===== src/ssm_pkg.sv =====
package ssm_pkg;
	localparam int        SSM_WORD_BITS  = 8;
	localparam int        SSM_FIFO_DEPTH = 4;
	localparam logic [2:0] SSM_MODE_DIV4  = 3'h0;
	localparam logic [2:0] SSM_MODE_DIV16 = 3'h1;
	localparam logic [2:0] SSM_MODE_DIV64 = 3'h2;
	localparam logic [2:0] SSM_MODE_SUB   = 3'h3;
	localparam logic [2:0] SSM_MODE_TMR   = 3'h4;
	localparam logic [2:0] SSM_MODE_SLAVE = 3'h5;
	localparam logic [2:0] SSM_MODE_I2C   = 3'h6;
	localparam logic [5:0] SSM_HALF_DIV4  = 6'h01;
	localparam logic [5:0] SSM_HALF_DIV16 = 6'h07;
	localparam logic [5:0] SSM_HALF_DIV64 = 6'h1f;
	localparam logic [3:0] SSM_CNT_ZERO   = 4'h0;
	localparam logic [3:0] SSM_CNT_FULL   = 4'h8;
	typedef enum logic [1:0] {SSM_IDLE, SSM_LEAD, SSM_TRAIL} ssm_state_type;
endpackage


===== src/ssm_fifo.sv =====
`timescale 1ns/1ps
`default_nettype none
module ssm_fifo #(
	parameter int WIDTH = 8,
	parameter int DEPTH = 4
) (
	input  wire logic             ref_clk_in,
	input  wire logic             nrst_in,
	input  wire logic [WIDTH-1:0] wr_data_in,
	input  wire logic             wr_valid_in,
	output logic                  wr_ready_out,
	output logic [WIDTH-1:0]      rd_data_out,
	output logic                  rd_valid_out,
	input  wire logic             rd_ready_in
);
	localparam int AW = $clog2(DEPTH);
	logic [WIDTH-1:0] mem_r [DEPTH];
	logic [AW-1:0]    wp_r;
	logic [AW-1:0]    rp_r;
	logic [AW:0]      cnt_r;
	logic             push;
	logic             pop;

	assign wr_ready_out = (cnt_r != DEPTH[AW:0]);
	assign rd_valid_out = (cnt_r != '0);
	assign rd_data_out  = mem_r[rp_r];
	assign push         = wr_valid_in && wr_ready_out;
	assign pop          = rd_valid_out && rd_ready_in;

	always_ff @(posedge ref_clk_in) begin
		if (push) begin
			mem_r[wp_r] <= wr_data_in;
		end
	end

	always_ff @(posedge ref_clk_in or negedge nrst_in) begin
		if (!nrst_in) begin
			wp_r  <= '0;
			rp_r  <= '0;
			cnt_r <= '0;
		end else begin
			if (push) begin
				wp_r <= (wp_r == AW'(DEPTH - 1)) ? '0 : wp_r + 1'b1;
			end
			if (pop) begin
				rp_r <= (rp_r == AW'(DEPTH - 1)) ? '0 : rp_r + 1'b1;
			end
			cnt_r <= cnt_r + (AW+1)'(push) - (AW+1)'(pop);
		end
	end
endmodule
`default_nettype wire


===== src/ssm_sync.sv =====
`timescale 1ns/1ps
`default_nettype none
module ssm_sync #(
	parameter int WIDTH = 1
) (
	input  wire logic             ref_clk_in,
	input  wire logic             nrst_in,
	input  wire logic [WIDTH-1:0] async_in,
	output logic [WIDTH-1:0]      sync_out
);
	logic [WIDTH-1:0] meta_r;

	always_ff @(posedge ref_clk_in or negedge nrst_in) begin
		if (!nrst_in) begin
			meta_r   <= '0;
			sync_out <= '0;
		end else begin
			meta_r   <= async_in;
			sync_out <= meta_r;
		end
	end
endmodule
`default_nettype wire


===== src/ssm_spi_port.sv =====
`timescale 1ns/1ps
`default_nettype none
module ssm_spi_port
	import ssm_pkg::*;
#(
	parameter int WORD_BITS  = SSM_WORD_BITS,
	parameter int FIFO_DEPTH = SSM_FIFO_DEPTH
) (
	input  wire logic                 ref_clk_in,
	input  wire logic                 nrst_in,
	// ******** Configuration ********
	input  wire logic [2:0]           serial_mode_field_in,
	input  wire logic                 uart_type_select_in,
	input  wire logic                 interface_enable_bit_in,
	input  wire logic                 pin_route_in,
	input  wire logic                 select_pin_enable_in,
	input  wire logic                 clock_idle_polarity_in,
	input  wire logic                 clock_edge_sel_in,
	input  wire logic                 lsb_first_in,
	input  wire logic                 irq_enable_in,
	input  wire logic                 sub_tick_in,
	input  wire logic                 tmr_tick_in,
	input  wire logic                 done_clear_in,
	input  wire logic                 incomplete_clear_in,
	// ******** Transmit stream ********
	input  wire logic [WORD_BITS-1:0] tx_data_in,
	input  wire logic                 tx_valid_in,
	output logic                      tx_ready_out,
	// ******** Receive stream ********
	output logic [WORD_BITS-1:0]      rx_data_out,
	output logic                      rx_valid_out,
	input  wire logic                 rx_ready_in,
	// ******** Status ********
	output logic                      transfer_done_flag_out,
	output logic                      slave_incomplete_flag_out,
	output logic                      irq_out,
	output logic                      spi_active_out,
	// ******** Pins ********
	input  wire logic                 sdi_in,
	input  wire logic                 sck_in,
	output logic                      sck_out,
	output logic                      sck_oe_n_out,
	output logic                      sdo_out,
	output logic                      sdo_oe_n_out,
	input  wire logic                 scs_n_in,
	output logic                      scs_n_out,
	output logic                      scs_oe_n_out
);
	// ******** Mode decode ********
	logic spi_sel;
	logic is_slave;
	logic is_master;
	assign spi_sel   = interface_enable_bit_in && pin_route_in && !uart_type_select_in
		&& (serial_mode_field_in <= SSM_MODE_SLAVE);
	assign is_slave  = spi_sel && (serial_mode_field_in == SSM_MODE_SLAVE);
	assign is_master = spi_sel && (serial_mode_field_in != SSM_MODE_SLAVE);

	// ******** Pin synchronisers ********
	logic [2:0] pins_s;
	logic       sdi_s;
	logic       sck_s;
	logic       scs_n_s;
	ssm_sync #(.WIDTH(3)) u_sync (
		.ref_clk_in (ref_clk_in),
		.nrst_in    (nrst_in),
		.async_in   ({sdi_in, sck_in, scs_n_in}),
		.sync_out   (pins_s)
	);
	assign sdi_s   = pins_s[2];
	assign sck_s   = pins_s[1];
	assign scs_n_s = pins_s[0];

	// ******** FIFOs ********
	logic [WORD_BITS-1:0] txq_data;
	logic                 txq_valid;
	logic                 txq_pop;
	logic [WORD_BITS-1:0] rxq_wdata_r;
	logic                 rxq_wvalid_r;
	logic                 rxq_wready;
	logic [WORD_BITS-1:0] rxq_data;
	logic                 rxq_valid;
	logic                 rx_take;
	logic                 tx_rdy;
	ssm_fifo #(.WIDTH(WORD_BITS), .DEPTH(FIFO_DEPTH)) u_txq (
		.ref_clk_in   (ref_clk_in),
		.nrst_in      (nrst_in),
		.wr_data_in   (tx_data_in),
		.wr_valid_in  (tx_valid_in),
		.wr_ready_out (tx_rdy),
		.rd_data_out  (txq_data),
		.rd_valid_out (txq_valid),
		.rd_ready_in  (txq_pop)
	);
	ssm_fifo #(.WIDTH(WORD_BITS), .DEPTH(FIFO_DEPTH)) u_rxq (
		.ref_clk_in   (ref_clk_in),
		.nrst_in      (nrst_in),
		.wr_data_in   (rxq_wdata_r),
		.wr_valid_in  (rxq_wvalid_r),
		.wr_ready_out (rxq_wready),
		.rd_data_out  (rxq_data),
		.rd_valid_out (rxq_valid),
		.rd_ready_in  (rx_take)
	);
	assign rx_take = rxq_valid && (!rx_valid_out || rx_ready_in);

	// ******** Master clock divider ********
	logic [5:0] div_r;
	logic [5:0] half_lim;
	logic       div_tick;
	logic       m_tick;
	always_comb begin
		half_lim = SSM_HALF_DIV4;
		if (serial_mode_field_in == SSM_MODE_DIV16) begin
			half_lim = SSM_HALF_DIV16;
		end else if (serial_mode_field_in == SSM_MODE_DIV64) begin
			half_lim = SSM_HALF_DIV64;
		end
	end
	assign div_tick = (div_r == half_lim);
	always_comb begin
		case (serial_mode_field_in)
			SSM_MODE_SUB: m_tick = sub_tick_in;
			SSM_MODE_TMR: m_tick = tmr_tick_in;
			default:      m_tick = div_tick;
		endcase
	end
	always_ff @(posedge ref_clk_in or negedge nrst_in) begin
		if (!nrst_in) begin
			div_r <= '0;
		end else if (div_tick || !is_master) begin
			div_r <= '0;
		end else begin
			div_r <= div_r + 6'h01;
		end
	end

	// ******** Slave edge detection ********
	logic sck_d_r;
	logic s_rise;
	logic s_fall;
	logic s_sel;
	always_ff @(posedge ref_clk_in or negedge nrst_in) begin
		if (!nrst_in) begin
			sck_d_r <= 1'b0;
		end else begin
			sck_d_r <= sck_s;
		end
	end
	assign s_rise = sck_s && !sck_d_r;
	assign s_fall = !sck_s && sck_d_r;
	assign s_sel  = !select_pin_enable_in || !scs_n_s;

	// ******** Shift engine ********
	ssm_state_type        state_r;
	logic [WORD_BITS-1:0] shift_r;
	logic [3:0]           cnt_r;
	logic                 busy_tail;
	logic                 idle_lvl;
	logic                 lead_ev;
	logic                 trail_ev;
	logic                 sample_bit;
	logic                 launch_bit;
	logic                 word_end;
	logic                 abort;
	logic                 s_lead_edge;
	logic                 s_trail_edge;
	assign idle_lvl     = !clock_idle_polarity_in;
	assign s_lead_edge  = idle_lvl ? s_fall : s_rise;
	assign s_trail_edge = idle_lvl ? s_rise : s_fall;
	assign lead_ev  = is_master ? (m_tick && state_r == SSM_LEAD)
		: (is_slave && s_sel && s_lead_edge);
	assign trail_ev = is_master ? (m_tick && state_r == SSM_TRAIL)
		: (is_slave && s_sel && s_trail_edge);
	assign sample_bit = clock_edge_sel_in ? trail_ev : lead_ev;
	assign launch_bit = clock_edge_sel_in ? lead_ev : trail_ev;
	assign word_end   = (state_r != SSM_IDLE) && trail_ev
		&& (cnt_r == SSM_CNT_FULL - 4'h1);
	assign abort      = is_slave && select_pin_enable_in && scs_n_s
		&& (state_r != SSM_IDLE) && (cnt_r != SSM_CNT_ZERO);
	assign txq_pop    = (state_r == SSM_IDLE) && txq_valid && !busy_tail
		&& (is_master ? rxq_wready : is_slave);
	assign tx_ready_out = tx_rdy;

	always_ff @(posedge ref_clk_in or negedge nrst_in) begin
		if (!nrst_in) begin
			state_r <= SSM_IDLE;
			cnt_r   <= SSM_CNT_ZERO;
		end else if (!spi_sel || abort) begin
			state_r <= SSM_IDLE;
			cnt_r   <= SSM_CNT_ZERO;
		end else begin
			case (state_r)
				SSM_IDLE: begin
					if (txq_pop) begin
						state_r <= SSM_LEAD;
						cnt_r   <= SSM_CNT_ZERO;
					end
				end
				SSM_LEAD: begin
					if (lead_ev) begin
						state_r <= SSM_TRAIL;
					end
				end
				SSM_TRAIL: begin
					if (trail_ev) begin
						cnt_r   <= cnt_r + 4'h1;
						state_r <= word_end ? SSM_IDLE : SSM_LEAD;
					end
				end
				default: state_r <= SSM_IDLE;
			endcase
		end
	end

	// Shifter: sample in one end, launch from the other (full duplex)
	// Master samples two cycles late to cover the pin round trip through the synchroniser
	logic       sample_pend_r;
	logic [1:0] m_samp_r;
	logic [1:0] wend_r;
	assign busy_tail = (m_samp_r != 2'h0) || (wend_r != 2'h0) || sample_pend_r
		|| rxq_wvalid_r;
	always_ff @(posedge ref_clk_in or negedge nrst_in) begin
		if (!nrst_in) begin
			shift_r <= '0;
		end else if (txq_pop) begin
			shift_r <= txq_data;
		end else if ((!is_master && state_r != SSM_IDLE && sample_bit) || m_samp_r[1]) begin
			if (lsb_first_in) begin
				shift_r <= {sdi_s, shift_r[WORD_BITS-1:1]};
			end else begin
				shift_r <= {shift_r[WORD_BITS-2:0], sdi_s};
			end
		end
	end
	always_ff @(posedge ref_clk_in or negedge nrst_in) begin
		if (!nrst_in) begin
			sample_pend_r <= 1'b0;
			m_samp_r      <= 2'h0;
			wend_r        <= 2'h0;
		end else begin
			m_samp_r      <= {m_samp_r[0], is_master && state_r != SSM_IDLE && sample_bit};
			wend_r        <= {wend_r[0], word_end};
			sample_pend_r <= wend_r[1];
		end
	end

	// ******** Pin drive ********
	always_ff @(posedge ref_clk_in or negedge nrst_in) begin
		if (!nrst_in) begin
			sck_out      <= 1'b1;
			sck_oe_n_out <= 1'b1;
			sdo_out      <= 1'b0;
			sdo_oe_n_out <= 1'b1;
			scs_n_out    <= 1'b1;
			scs_oe_n_out <= 1'b1;
		end else begin
			sck_out      <= (state_r == SSM_TRAIL) ? !idle_lvl : idle_lvl;
			sck_oe_n_out <= !is_master;
			sdo_out      <= lsb_first_in ? shift_r[0] : shift_r[WORD_BITS-1];
			sdo_oe_n_out <= !(is_master || (is_slave && s_sel));
			scs_n_out    <= (state_r == SSM_IDLE);
			scs_oe_n_out <= !(is_master && select_pin_enable_in);
		end
	end

	// ******** Flags and receive ********
	always_ff @(posedge ref_clk_in or negedge nrst_in) begin
		if (!nrst_in) begin
			transfer_done_flag_out    <= 1'b0;
			slave_incomplete_flag_out <= 1'b0;
			irq_out                   <= 1'b0;
		end else begin
			if (sample_pend_r || abort) begin
				transfer_done_flag_out <= 1'b1;
			end else if (done_clear_in) begin
				transfer_done_flag_out <= 1'b0;
			end
			if (abort) begin
				slave_incomplete_flag_out <= 1'b1;
			end else if (incomplete_clear_in) begin
				slave_incomplete_flag_out <= 1'b0;
			end
			irq_out <= irq_enable_in && (sample_pend_r || abort);
		end
	end
	always_ff @(posedge ref_clk_in or negedge nrst_in) begin
		if (!nrst_in) begin
			rxq_wdata_r  <= '0;
			rxq_wvalid_r <= 1'b0;
			rx_data_out  <= '0;
			rx_valid_out <= 1'b0;
			spi_active_out <= 1'b0;
		end else begin
			rxq_wvalid_r <= sample_pend_r;
			rxq_wdata_r  <= shift_r;
			if (rx_take) begin
				rx_data_out  <= rxq_data;
				rx_valid_out <= 1'b1;
			end else if (rx_ready_in) begin
				rx_valid_out <= 1'b0;
			end
			spi_active_out <= spi_sel;
		end
	end

	// ******** Checks ********
	AST_SLAVE_NO_CLK: assert property (@(posedge ref_clk_in) disable iff (!nrst_in)
		$past(is_slave) && is_slave |-> sck_oe_n_out)
		else $error("Slave drove clock");
	AST_IDLE_LEVEL: assert property (@(posedge ref_clk_in) disable iff (!nrst_in)
		$past(state_r) == SSM_IDLE && $past(clock_idle_polarity_in) |-> !sck_out)
		else $error("Clock idle level wrong");
	AST_DISABLE: assert property (@(posedge ref_clk_in) disable iff (!nrst_in)
		!interface_enable_bit_in |=> sck_oe_n_out && sdo_oe_n_out && scs_oe_n_out)
		else $error("Lines driven while disabled");
	AST_FLOAT_SEL: assert property (@(posedge ref_clk_in) disable iff (!nrst_in)
		!select_pin_enable_in |=> scs_oe_n_out)
		else $error("Select pin driven while disabled");
	AST_INCOMPLETE: assert property (@(posedge ref_clk_in) disable iff (!nrst_in)
		abort |=> slave_incomplete_flag_out && transfer_done_flag_out)
		else $error("Incomplete flags missing");
	AST_DONE: assert property (@(posedge ref_clk_in) disable iff (!nrst_in)
		word_end |-> ##4 transfer_done_flag_out)
		else $error("Done flag missing");
	AST_IRQ: assert property (@(posedge ref_clk_in) disable iff (!nrst_in)
		irq_out |-> $past(irq_enable_in))
		else $error("Interrupt without enable");
	AST_NO_SLAVE_START: assert property (@(posedge ref_clk_in) disable iff (!nrst_in)
		is_slave && state_r == SSM_LEAD |-> sck_oe_n_out || !$past(is_slave))
		else $error("Slave started clock");
	AST_SEL_HOLD: assert property (@(posedge ref_clk_in) disable iff (!nrst_in)
		is_slave && select_pin_enable_in && scs_n_s && state_r != SSM_IDLE |-> !sample_bit)
		else $error("Slave shifted while deselected");
endmodule
`default_nettype wire


===== config.mk =====
export PLATFORM = sky130hd
export DESIGN_NAME = ssm_spi_port
export DESIGN_NICKNAME = d
export VERILOG_FILES = /design/src/ssm_pkg.sv /design/src/ssm_fifo.sv /design/src/ssm_sync.sv /design/src/ssm_spi_port.sv
export SDC_FILE = /design/constraint.sdc
export NUM_CORES = 1
export LEC_CHECK = 0
export ABC_AREA = 1
export BUFFER_PORTS_ARGS = -buffer_cell sky130_fd_sc_hd__buf_4
export CORE_UTILIZATION = 40
export CTS_CLUSTER_DIAMETER = 80
export CTS_CLUSTER_SIZE = 10
export DETAILED_ROUTE_END_ITERATION = 10
export PLACE_DENSITY_LB_ADDON = 0.08
export SYNTH_ARGS = -nofsm -noshare
export SYNTH_HDL_FRONTEND = slang
export SYNTH_SLANG_ARGS = --single-unit

===== constraint.sdc =====
create_clock -name ref_clk_in -period 2.7 [get_ports ref_clk_in]
set_input_delay 0.135 -clock ref_clk_in [delete_from_list [all_inputs] [get_ports ref_clk_in]]
set_output_delay 0.135 -clock ref_clk_in [all_outputs]
set_load 0.05 [all_outputs]

# Yosys cells after proc, flatten, opt, wreduce, memory -nomap -nowiden
# Memory sizes are Yosys's and may differ from the RTL's. A register that Yosys moved wholly into a read port is not among the register bits.
# Index checks and enable logic that the tools add are counted.
[totals]
reg_bits = 66
mem_bits_rw = 64
out_inout_bits = 20
wordCells = 169
mem_count = 2
[mem_list]
columns = ["memory", "words", "word_bits", "rd", "rd_clocked_by_memory_dff", "write_ports", "line_no", "rtl"]
rows = [
  ["u_rxq.mem_r", 4, 8, 1, 1, 1, "ssm_fifo.sv:17", "logic [WIDTH-1:0] mem_r [DEPTH];"],
  ["u_txq.mem_r", 4, 8, 1, 0, 1, "ssm_fifo.sv:17", ""],
]
[classes]
addsub = 10
order_cmp = 1
n_eq_ne = 19
mux = 39
reduce_logical = 69
[ops]
columns = ["op", "count"]
rows = [
  ["$logic_and 1x1->1", 32],
  ["$mux 8", 3],
  ["$mux 1", 19],
  ["$mux 2", 8],
  ["$reduce_bool 2->1", 7],
  ["$logic_not 1->1", 13],
  ["$mux 4", 3],
  ["$mux 6", 2],
  ["$ne 3x3->1 const B", 4],
  ["$eq 2x2->1 const B", 5],
  ["$logic_or 1x1->1", 10],
  ["$reduce_bool 3->1", 3],
  ["$add 2x1->2 const B", 4],
  ["$pmux 4 s2", 1],
  ["$add 3x1->3", 2],
  ["$add 6x1->6 const B", 1],
  ["$eq 3x2->1 const B", 2],
  ["$eq 3x3->1 const B", 2],
  ["$eq 6x6->1", 1],
  ["$ne 3x2->1 const B", 2],
  ["$pmux 2 s3", 1],
  ["$reduce_and 3->1", 2],
  ["$sub 3x1->3", 2],
  ["$mux 5", 1],
  ["8 further kinds", 8],
]

# Depth between registers and ports, before layout
# Gate-level depths: netlist (run 1).
[depth]
word_depth = 13
ltp_mapped = 15
depth_no_buf = 15

# By module
# Synthesis (run 1) repeated with hierarchy kept, for this count alone.
[hier_totals]
hier_cells = 613
area_unflattened_um2 = 6266.0
[modules_own_cells]
columns = ["mod", "n_inst", "cells_per_inst", "area_per_inst_um2", "seq_area_each_um2"]
rows = [
  ["ssm_fifo", 2, 149, 1766.7, 1136.1],
  ["ssm_spi_port", 1, 309, 2582.5, 1357.6],
  ["ssm_sync", 1, 6, 150.1, 150.1],
]

# Worst setup path after synthesis (run 1)
# Ideal clock, no wire load.
[synth_path]
path_type = "reg2reg"
start = "reg rx_valid_out"
end = "reg u_rxq.cnt_r[2]"
setup_ns = 0.123
arrival_time_ns = 2.101
slack_ns = 0.476
path_stages_with_launch = 11
path_buffers = 1
cell_sequence = "dfrtp_1 inv_1 nor2_1 nor2_1 clkbuf_1 ha_1 inv_1 ha_1 inv_1 fa_1 xnor2_1"
[synth_between]
elab_chain_cells = 5
[synth_rtl]
columns = ["item", "line_no", "rtl"]
rows = [
  ["from (decl)", "ssm_spi_port.sv:31", "output logic rx_valid_out,"],
  ["from (signal assigned)", "ssm_spi_port.sv:291", "rx_valid_out <= 1'b0;"],
  ["from (signal assigned)", "ssm_spi_port.sv:298", "rx_valid_out <= 1'b1;"],
  ["from (signal assigned)", "ssm_spi_port.sv:300", "rx_valid_out <= 1'b0;"],
  ["$logic_not 1->1", "ssm_spi_port.sv:104", "assign rx_take = rxq_valid && (!rx_valid_out || rx_ready_in);"],
  ["$logic_or 1x1->1", "ssm_spi_port.sv:104", ""],
  ["$logic_and 1x1->1", "ssm_spi_port.sv:104", ""],
  ["net rx_take", "ssm_spi_port.sv:82", "logic rx_take;"],
  ["$logic_and 1x1->1", "ssm_fifo.sv:28", "assign pop = rd_valid_out && rd_ready_in;"],
  ["$sub 3x1->3", "ssm_fifo.sv:48", "cnt_r <= cnt_r + (AW+1)'(push) - (AW+1)'(pop);"],
  ["to (signal assigned)", "ssm_fifo.sv:48", ""],
  ["to (decl)", "ssm_fifo.sv:20", "logic [AW:0] cnt_r;"],
]
# The timed path passes the listed nets, and every way through them passes these cells.
# A chain may end at the register's enable or synchronous reset.

# Worst setup path after layout (run 1)
[layout_path]
start = "reg state_r[0]"
end = "reg u_txq.cnt_r[2]"
[layout_between]
elab_chain_cells = 6
[layout_rtl]
columns = ["item", "line_no", "rtl"]
rows = [
  ["from (decl)", "ssm_spi_port.sv:154", "ssm_state_type state_r;"],
  ["from (signal assigned)", "ssm_spi_port.sv:207", "state_r <= word_end ? SSM_IDLE : SSM_LEAD;"],
  ["$logic_not 2->1", "ssm_spi_port.sv:180", "assign txq_pop = (state_r == SSM_IDLE) && txq_valid && !busy_tail"],
  ["$logic_and 1x1->1 (2 in a row)", "ssm_spi_port.sv:180", ""],
  ["$logic_and 1x1->1", "ssm_spi_port.sv:181", "&& (is_master ? rxq_wready : is_slave);"],
  ["$logic_and 1x1->1", "ssm_fifo.sv:28", ""],
  ["net u_txq.pop", "ssm_fifo.sv:22", "logic pop;"],
  ["$sub 3x1->3", "ssm_fifo.sv:48", ""],
  ["to (signal assigned)", "ssm_fifo.sv:48", ""],
  ["to (decl)", "ssm_fifo.sv:20", ""],
]
# The timed path passes the listed nets, and every way through them passes these cells.

==> qor.csv, run 1 <==
stage;metric;value;unit
power_and_ir_drop;p_sw_share;33.63;%
sta;fmax;472.7;MHz
worst_setup_path;required;3.00;ns
synthesis;syn_nets;602;
power_and_ir_drop;seq_power_share;42.3;%
clock_tree;cts_tree;built;
worst_setup_path;cp_slowest_cell;dfrtp_1;
sta;fin_crit_sh;78.35;%
sta;rsz0062_at_grt;no;
clock_tree;cts_max_path_buffers;2;
synthesis;yosysTopAreaCell;edfxtp_1;
clock_tree;cts_hold_buffers;17;
global_routing;grt_pass1_wl;18.79;mm
layout;n_fill_cell;1362;
worst_setup_path;critPathKind;reg -> reg;
global_routing;grt_pass1_vias;3859;
synthesis;synth_area_leaders;edfxtp_1 (32%), dfrtp_1 (29%), nor2_1 (5.2%);
worst_setup_path;path_buf_inv;2;
detailed_routing;first_pass_iters;4;
clock_tree;clock-sinks;138;
worst_setup_path;critPathMaxStageDelay;0.46;ns
placed_design;place_area;0.006550;sq mm
synthesis;syn_inst;553;
power_and_ir_drop;p_int;4.579;mW
sta;relSlewSlack;36.90;%
power_and_ir_drop;combinationalPowerShare;25.9;%
die;rows;44;
run_status;status;finished, final reports clean;
clock_tree;cts_resized;0;
detailed_routing;drc;0;
detailed_routing;drt-initial-drc-count;221;
synthesis;syn_area;0.005937;sq mm
clock_tree;cts.clk_slew.worst_paths;0.06;ns
detailed_routing;wl_per_cell;13.42;um
die;ios;50;
placed_design;pre_cts_ws;0.5887;ns
synthesis;synth_common_cells;nor2_1 (83), nand2_1 (82), dfrtp_1 (69), edfxtp_1 (64), inv_1 (54);
die;die-area;0.01533;sq mm
synthesis;syn_area_per_cell;10.74;sq um
synthesis;synthFlopType;dfrtp_1;
sta;fin_crit;2.116;ns
die;die_width;123.8;um
synthesis;synth_edf_count;64;
layout;layout.nets;683;
placed_design;place_congestion;0.7644;
sta;layout_setup_ws;0.5845;ns
die;start_util;40.85;%
clock_tree;cts_buffers;17;
worst_hold_path;holdCritPathClass;in -> reg;
clock_tree;cts-root-buf;clkbuf_16;
sta;slew_viol_final;0;
detailed_routing;num_vias;3878;
global_routing;antenna_found_initial;0;
clock_tree;cts_max_level;4;
sta;skew;0.01024;ns
global_routing;grt_util_all_layers;16.57;%
placed_design;numPortBuffers;49;
die;core_area;0.01453;sq mm
worst_setup_path;critical_path.top_delay_family;adder cells;
placed_design;hpwl;7.599;mm
worst_setup_path;cp.arrival;2.41;ns
layout;layout-drive-gt1-share;20.71;%
power_and_ir_drop;ir_worst_vdd;470.2;uV
synthesis;synth.most_common_cell;nor2_1;
synthesis;ys_ff_latch;138;
synthesis;synth_warnings;0;
worst_setup_path;cp-start-kind;register;
worst_setup_path;crit_path_end_kind;register;
clock_tree;worst_skew_pair.late_latency;0.42;ns
worst_setup_path;worstPathMaxFanout;8;
layout;finish.instance_area;0.007286;sq mm
layout;area_delta_synth_final;22.72;%
detailed_routing;via_per_inst;4.667;
power_and_ir_drop;powerDensity;946.9;mW/mm^2
worst_setup_path;crit_chain;nor2_4 > nand4_1 > nor2_1 > nand2_1 > inv_1 > ha_1 > inv_1 > ha_1 > fa_1 > xor2_1;
power_and_ir_drop;leakage;3.109;nW
synthesis;synth-async-reset-ratio;53.62;%
detailed_routing;postRouteAntennaNets;0;
power_and_ir_drop;p_clk_share;31.7;%
synthesis;synth_top_area_share;32.37;%
power_and_ir_drop;p_sw;2.320;mW
global_routing;gr-total-overflow;0;
sta;finalSetupViolCount;0;
sta;setup_tns;0;ns
sta;hold_viol;0;
worst_setup_path;cp_num_cells;10;
layout;diodes;0;
sta;tightest_slew;0.9465;ns
worst_hold_path;hold_depth;3;
detailed_routing;wirelength;11.15;mm
synthesis;yosysUniqueCellTypes;40;
job;maxCapViolCount;0;
worst_setup_path;r2r_cells;10;
die;fp.dieH;123.8;um
synthesis;ys_seq_area_share;63.67;%
clock_tree;cts_setup_buffers;0;
global_routing;grt_max_degree;75;
[layout by cell type (no fill, tap or decap), drive strengths merged, types with 17 or more instances in the layout]
master / instances
nand2: 103
nor2: 86
dfrtp: 69
edfxtp: 64
inv: 64
buf: 59
o21ai: 47
nand3: 24
ha: 17
clkbuf: 17
dlygate4sd3: 17
[routing by layer]
metal	wire [um]	vias to the layer above	track usage [%]
met3	270	10	3.984
met2	5262	46	26.49
li1	-	2013	-
met5	0	-	0
met4	126	0	7.455
met1	5491	1809	21.32
[metrics by stage]
step / instances / utilization, % / total power [mW] / hold slack, ns
global placement: 782 / 45.07 / 4.704 / 0.2451
floorplan: 553 / - / 4.178 / -0.1606
finish: 831 / 50.13 / 6.899 / 0.04654
CTS: 831 / 50.13 / 6.993 / 0.02773
global route: 831 / 50.13 / 7.341 / 0.06503
detailed placement: 782 / 45.07 / 4.757 / 0.2453
[kinds of logic after synthesis]
kind of cell | count (synthesis) | share of synthesized area (%)
DFF | 138 | 63.67
xor gates and xnor gates | 7 | 1.033
buffers and inverters | 76 | 4.952
adders and majority gates | 19 | 4.257
and+or+nand+nor | 228 | 17.60
AOI/OAI and AO/OA | 85 | 8.493
[worst reg2reg max path, stage by stage (launching register included)]
cell	delay [ns]
dfrtp_1	0.46
nor2_4	0.23
nand4_1	0.11
nor2_1	0.09
nand2_1	0.07
inv_1	0.13
ha_1	0.15
inv_1	0.03
ha_1	0.18
fa_1	0.37
xor2_1	0.16
[flip-flops by register name (all words and copies together) (netlist names), 2 cells and up]
register and count:
shift_r 8, u_txq.wp_r 2, u_txq.cnt_r 3, cnt_r 4
div_r 6, rx_data_out 8, u_sync.sync_out 3, wend_r 2
rxq_wdata_r 8, u_rxq.cnt_r 3, u_rxq.wp_r 2, u_txq.rp_r 2
state_r 2, u_rxq.mem_r 32, u_sync.meta_r 3, u_txq.mem_r 32
u_rxq.rp_r 2, m_samp_r 2
[final cells by class]
cell class / instances / area, sq um / area share [%]
clock inverters: 15 / 140.1 / 1.923
multi-input cells: 339 / 1863 / 25.57
well taps: 184 / 230.2 / 3.160
inverters: 62 / 234.0 / 3.211
repair buffers: 76 / 613.1 / 8.415
clock buffers: 17 / 425.4 / 5.839
flip-flops and latches: 138 / 3780 / 51.88
[path summary, 6_finish.rpt]
kind / start / to / slack (ns)
min in group asynchronous: nrst_in / div_r[4] / 0.41
setup / recovery: state_r[0] / u_txq.cnt_r[2] / 0.58
hold / removal: clock_idle_polarity_in / sck_out / 0.05
max in group asynchronous: nrst_in / shift_r[3] / 1.68
setup reg to reg: state_r[0] / u_txq.cnt_r[2] / 0.58
hold reg to reg: u_sync.meta_r[0] / u_sync.sync_out[0] / 0.35
[power by group through the flow]
stage	Combinational [mW]	Sequential [mW]	Clock (mW)
finish	1.79	2.92	2.19
global route	2.02	2.98	2.34
CTS	1.82	2.93	2.25
detailed placement	1.79	2.97	0
global placement	1.75	2.95	0
floorplan	1.04	3.13	0
No activity file was read; power rests on OpenSTA's default activity.
==> run 2: changes to the inputs <==
==> constraint.sdc (replaced) <==
create_clock -name ref_clk_in -period 1.8 [get_ports ref_clk_in]
set_input_delay 0.09 -clock ref_clk_in [delete_from_list [all_inputs] [get_ports ref_clk_in]]
set_output_delay 0.09 -clock ref_clk_in [all_outputs]
set_load 0.05 [all_outputs]
==> qor.csv, run 2 (synthesis results as in run 1) <==
stage;metric;value;unit
run_status;status;finished, violations left;
run_status;violations;negative setup slack;
layout;fin_util;53.63;%
die;core_area;0.01453;sq mm
sta;relSlewSlack;68.04;%
worst_setup_path;path_buf_inv;2;
worst_setup_path;critPathKind;reg -> reg;
power_and_ir_drop;powerDensity;1373;mW/mm^2
die;die-area;0.01533;sq mm
sta;hold_viol;0;
detailed_routing;first_pass_iters;4;
detailed_routing;num_vias;4101;
detailed_routing;via_per_inst;4.687;
power_and_ir_drop;leakage;3.355;nW
sta;skew;0.007122;ns
clock_tree;cts_max_path_buffers;2;
layout;n_fill_cell;1301;
layout;largestRegisters;u_rxq.mem_r x32, u_txq.mem_r x32;
clock_tree;worst_skew_pair.late_latency;0.41;ns
layout;multi_input_area;0.002012;sq mm
die;ios;50;
layout;layout.cells.most_common;buf_4;
worst_setup_path;crit_path_end_kind;register;
detailed_routing;drt-initial-drc-count;208;
placed_design;numPortBuffers;49;
clock_tree;cts_max_level;4;
layout;layout_common_cells;buf_4 (101), nand2_1 (79), nor2_1 (79);
worst_setup_path;critical_path.top_delay_family;adder cells;
clock_tree;clock-sinks;138;
sta;finalSetupViolCount;3;
detailed_routing;wirelength;11.10;mm
global_routing;grt_pass1_vias;3925;
layout;seq_area;0.003782;sq mm
power_and_ir_drop;combinationalPowerShare;28.4;%
power_and_ir_drop;p_clk_share;30.9;%
detailed_routing;wl_per_cell;12.69;um
sta;tightest_slew;0.4795;ns
global_routing;antenna_found_initial;0;
worst_hold_path;holdCritPathClass;in -> reg;
layout;instances_no_fill;875;
worst_setup_path;required;2.09;ns
global_routing;grt_pass1_wl;18.62;mm
global_routing;grt_max_degree;37;
sta;layout_setup_ws;-0.04299;ns
layout;layout-drive-gt1-share;29.23;%
layout;layout.nets;727;
power_and_ir_drop;p_sw_share;32.78;%
worst_setup_path;cp.arrival;2.13;ns
clock_tree;cts.clk_slew.worst_paths;0.06;ns
power_and_ir_drop;ir_worst_vdd;676.2;uV
layout;diodes;0;
sta;fin_crit_sh;102.4;%
placed_design;hpwl;7.796;mm
die;rows;44;
power_and_ir_drop;seq_power_share;40.7;%
sta;fin_crit;1.843;ns
global_routing;gr-total-overflow;0;
clock_tree;cts-root-buf;clkbuf_16;
clock_tree;cts_buffers;17;
job;maxCapViolCount;0;
sta;rsz0062_at_grt;yes;
worst_setup_path;worstPathMaxFanout;3;
layout;area_delta_synth_final;31.30;%
worst_setup_path;cp_slowest_cell;dfrtp_1;
worst_setup_path;cp-start-kind;register;
detailed_routing;drc;0;
sta;fmax;542.6;MHz
die;start_util;40.85;%
placed_design;place_congestion;0.7786;
detailed_routing;postRouteAntennaNets;0;
power_and_ir_drop;p_sw;3.507;mW
die;die_width;123.8;um
worst_setup_path;critPathMaxStageDelay;0.41;ns
die;fp.dieH;123.8;um
placed_design;place_inst;814;
sta;slew_viol_final;0;
worst_setup_path;crit_chain;nor2_2 > a31oi_1 > nand2_1 > inv_2 > ha_4 > inv_2 > ha_4 > fa_2 > xor2_1;
global_routing;grt_util_all_layers;16.26;%
clock_tree;cts_tree;built;
power_and_ir_drop;p_int;7.192;mW
## run 2: area by class of cell
class / count / area share [%]
clock inverters: 11 / 1.396
repair buffers: 120 / 12.30
clock buffers: 21 / 5.907
inverters: 62 / 3.114
flip-flops and latches: 138 / 48.52
well taps: 184 / 2.953
multi-input cells: 339 / 25.81
## run 2: path summary, 6_finish.rpt
check                                 start                 end  slack, ns  cells after the start
min                            lsb_first_in             sdo_out       0.02                      2
max in group asynchronous           nrst_in             sck_out       1.02                      3
max reg2reg                  u_rxq.cnt_r[1]      u_txq.cnt_r[2]      -0.04                      9
min in group asynchronous           nrst_in            div_r[1]       0.18                      2
max                          u_rxq.cnt_r[1]      u_txq.cnt_r[2]      -0.04                      9
min reg2reg                u_sync.meta_r[2]  u_sync.sync_out[2]       0.35                      0
## run 2: what timing repair did
item / in CTS / in global routing
setup endpoints to repair: 4 / 19
endpoints found under the hold margin: 75 / 0
pin swaps: 9 / 17
hold buffers: 18 / 0
gates resized for setup: 4 / 22
setup buffers: 4 / 7
## run 2: stage by stage
stage          setup TNS, ns  total power [mW]  instance area, sq um  setup WS (ns)  hold WS (ns)
2_1_floorplan        -0.5054             6.392                  6016        -0.1861       -0.2056
3_3_place_gp        -0.07012             7.283                  6878       -0.04982       0.07516
3_5_place_dp         -0.1441             7.367                  6878       -0.08776       0.08323
4_1_cts              -0.1600             10.81                  7665       -0.06264      0.007648
5_1_grt               -1.146             11.40                  7795        -0.1220       0.03117
6_report            -0.07920             10.70                  7795       -0.04299       0.02225
## run 2: power groups by stage
stage	clock [mW]	combinational, mW	sequential, mW
4_1_cts	3.39	3.05	4.36
3_3_place_gp	0	2.89	4.39
2_1_floorplan	0	1.68	4.71
6_report	3.30	3.04	4.36
5_1_grt	3.52	3.44	4.44
3_5_place_dp	0	2.95	4.42
## run 2: routing by layer
layer / GRT usage (%) / share of wire [%] / vias to the layer above
met1: 20.96 / 48 / 1908
met5: 0 / 0 / -
li1: - / - / 2100
met4: 8.208 / 2.2 / 0
met2: 25.59 / 47 / 71
met3: 3.800 / 2.8 / 22
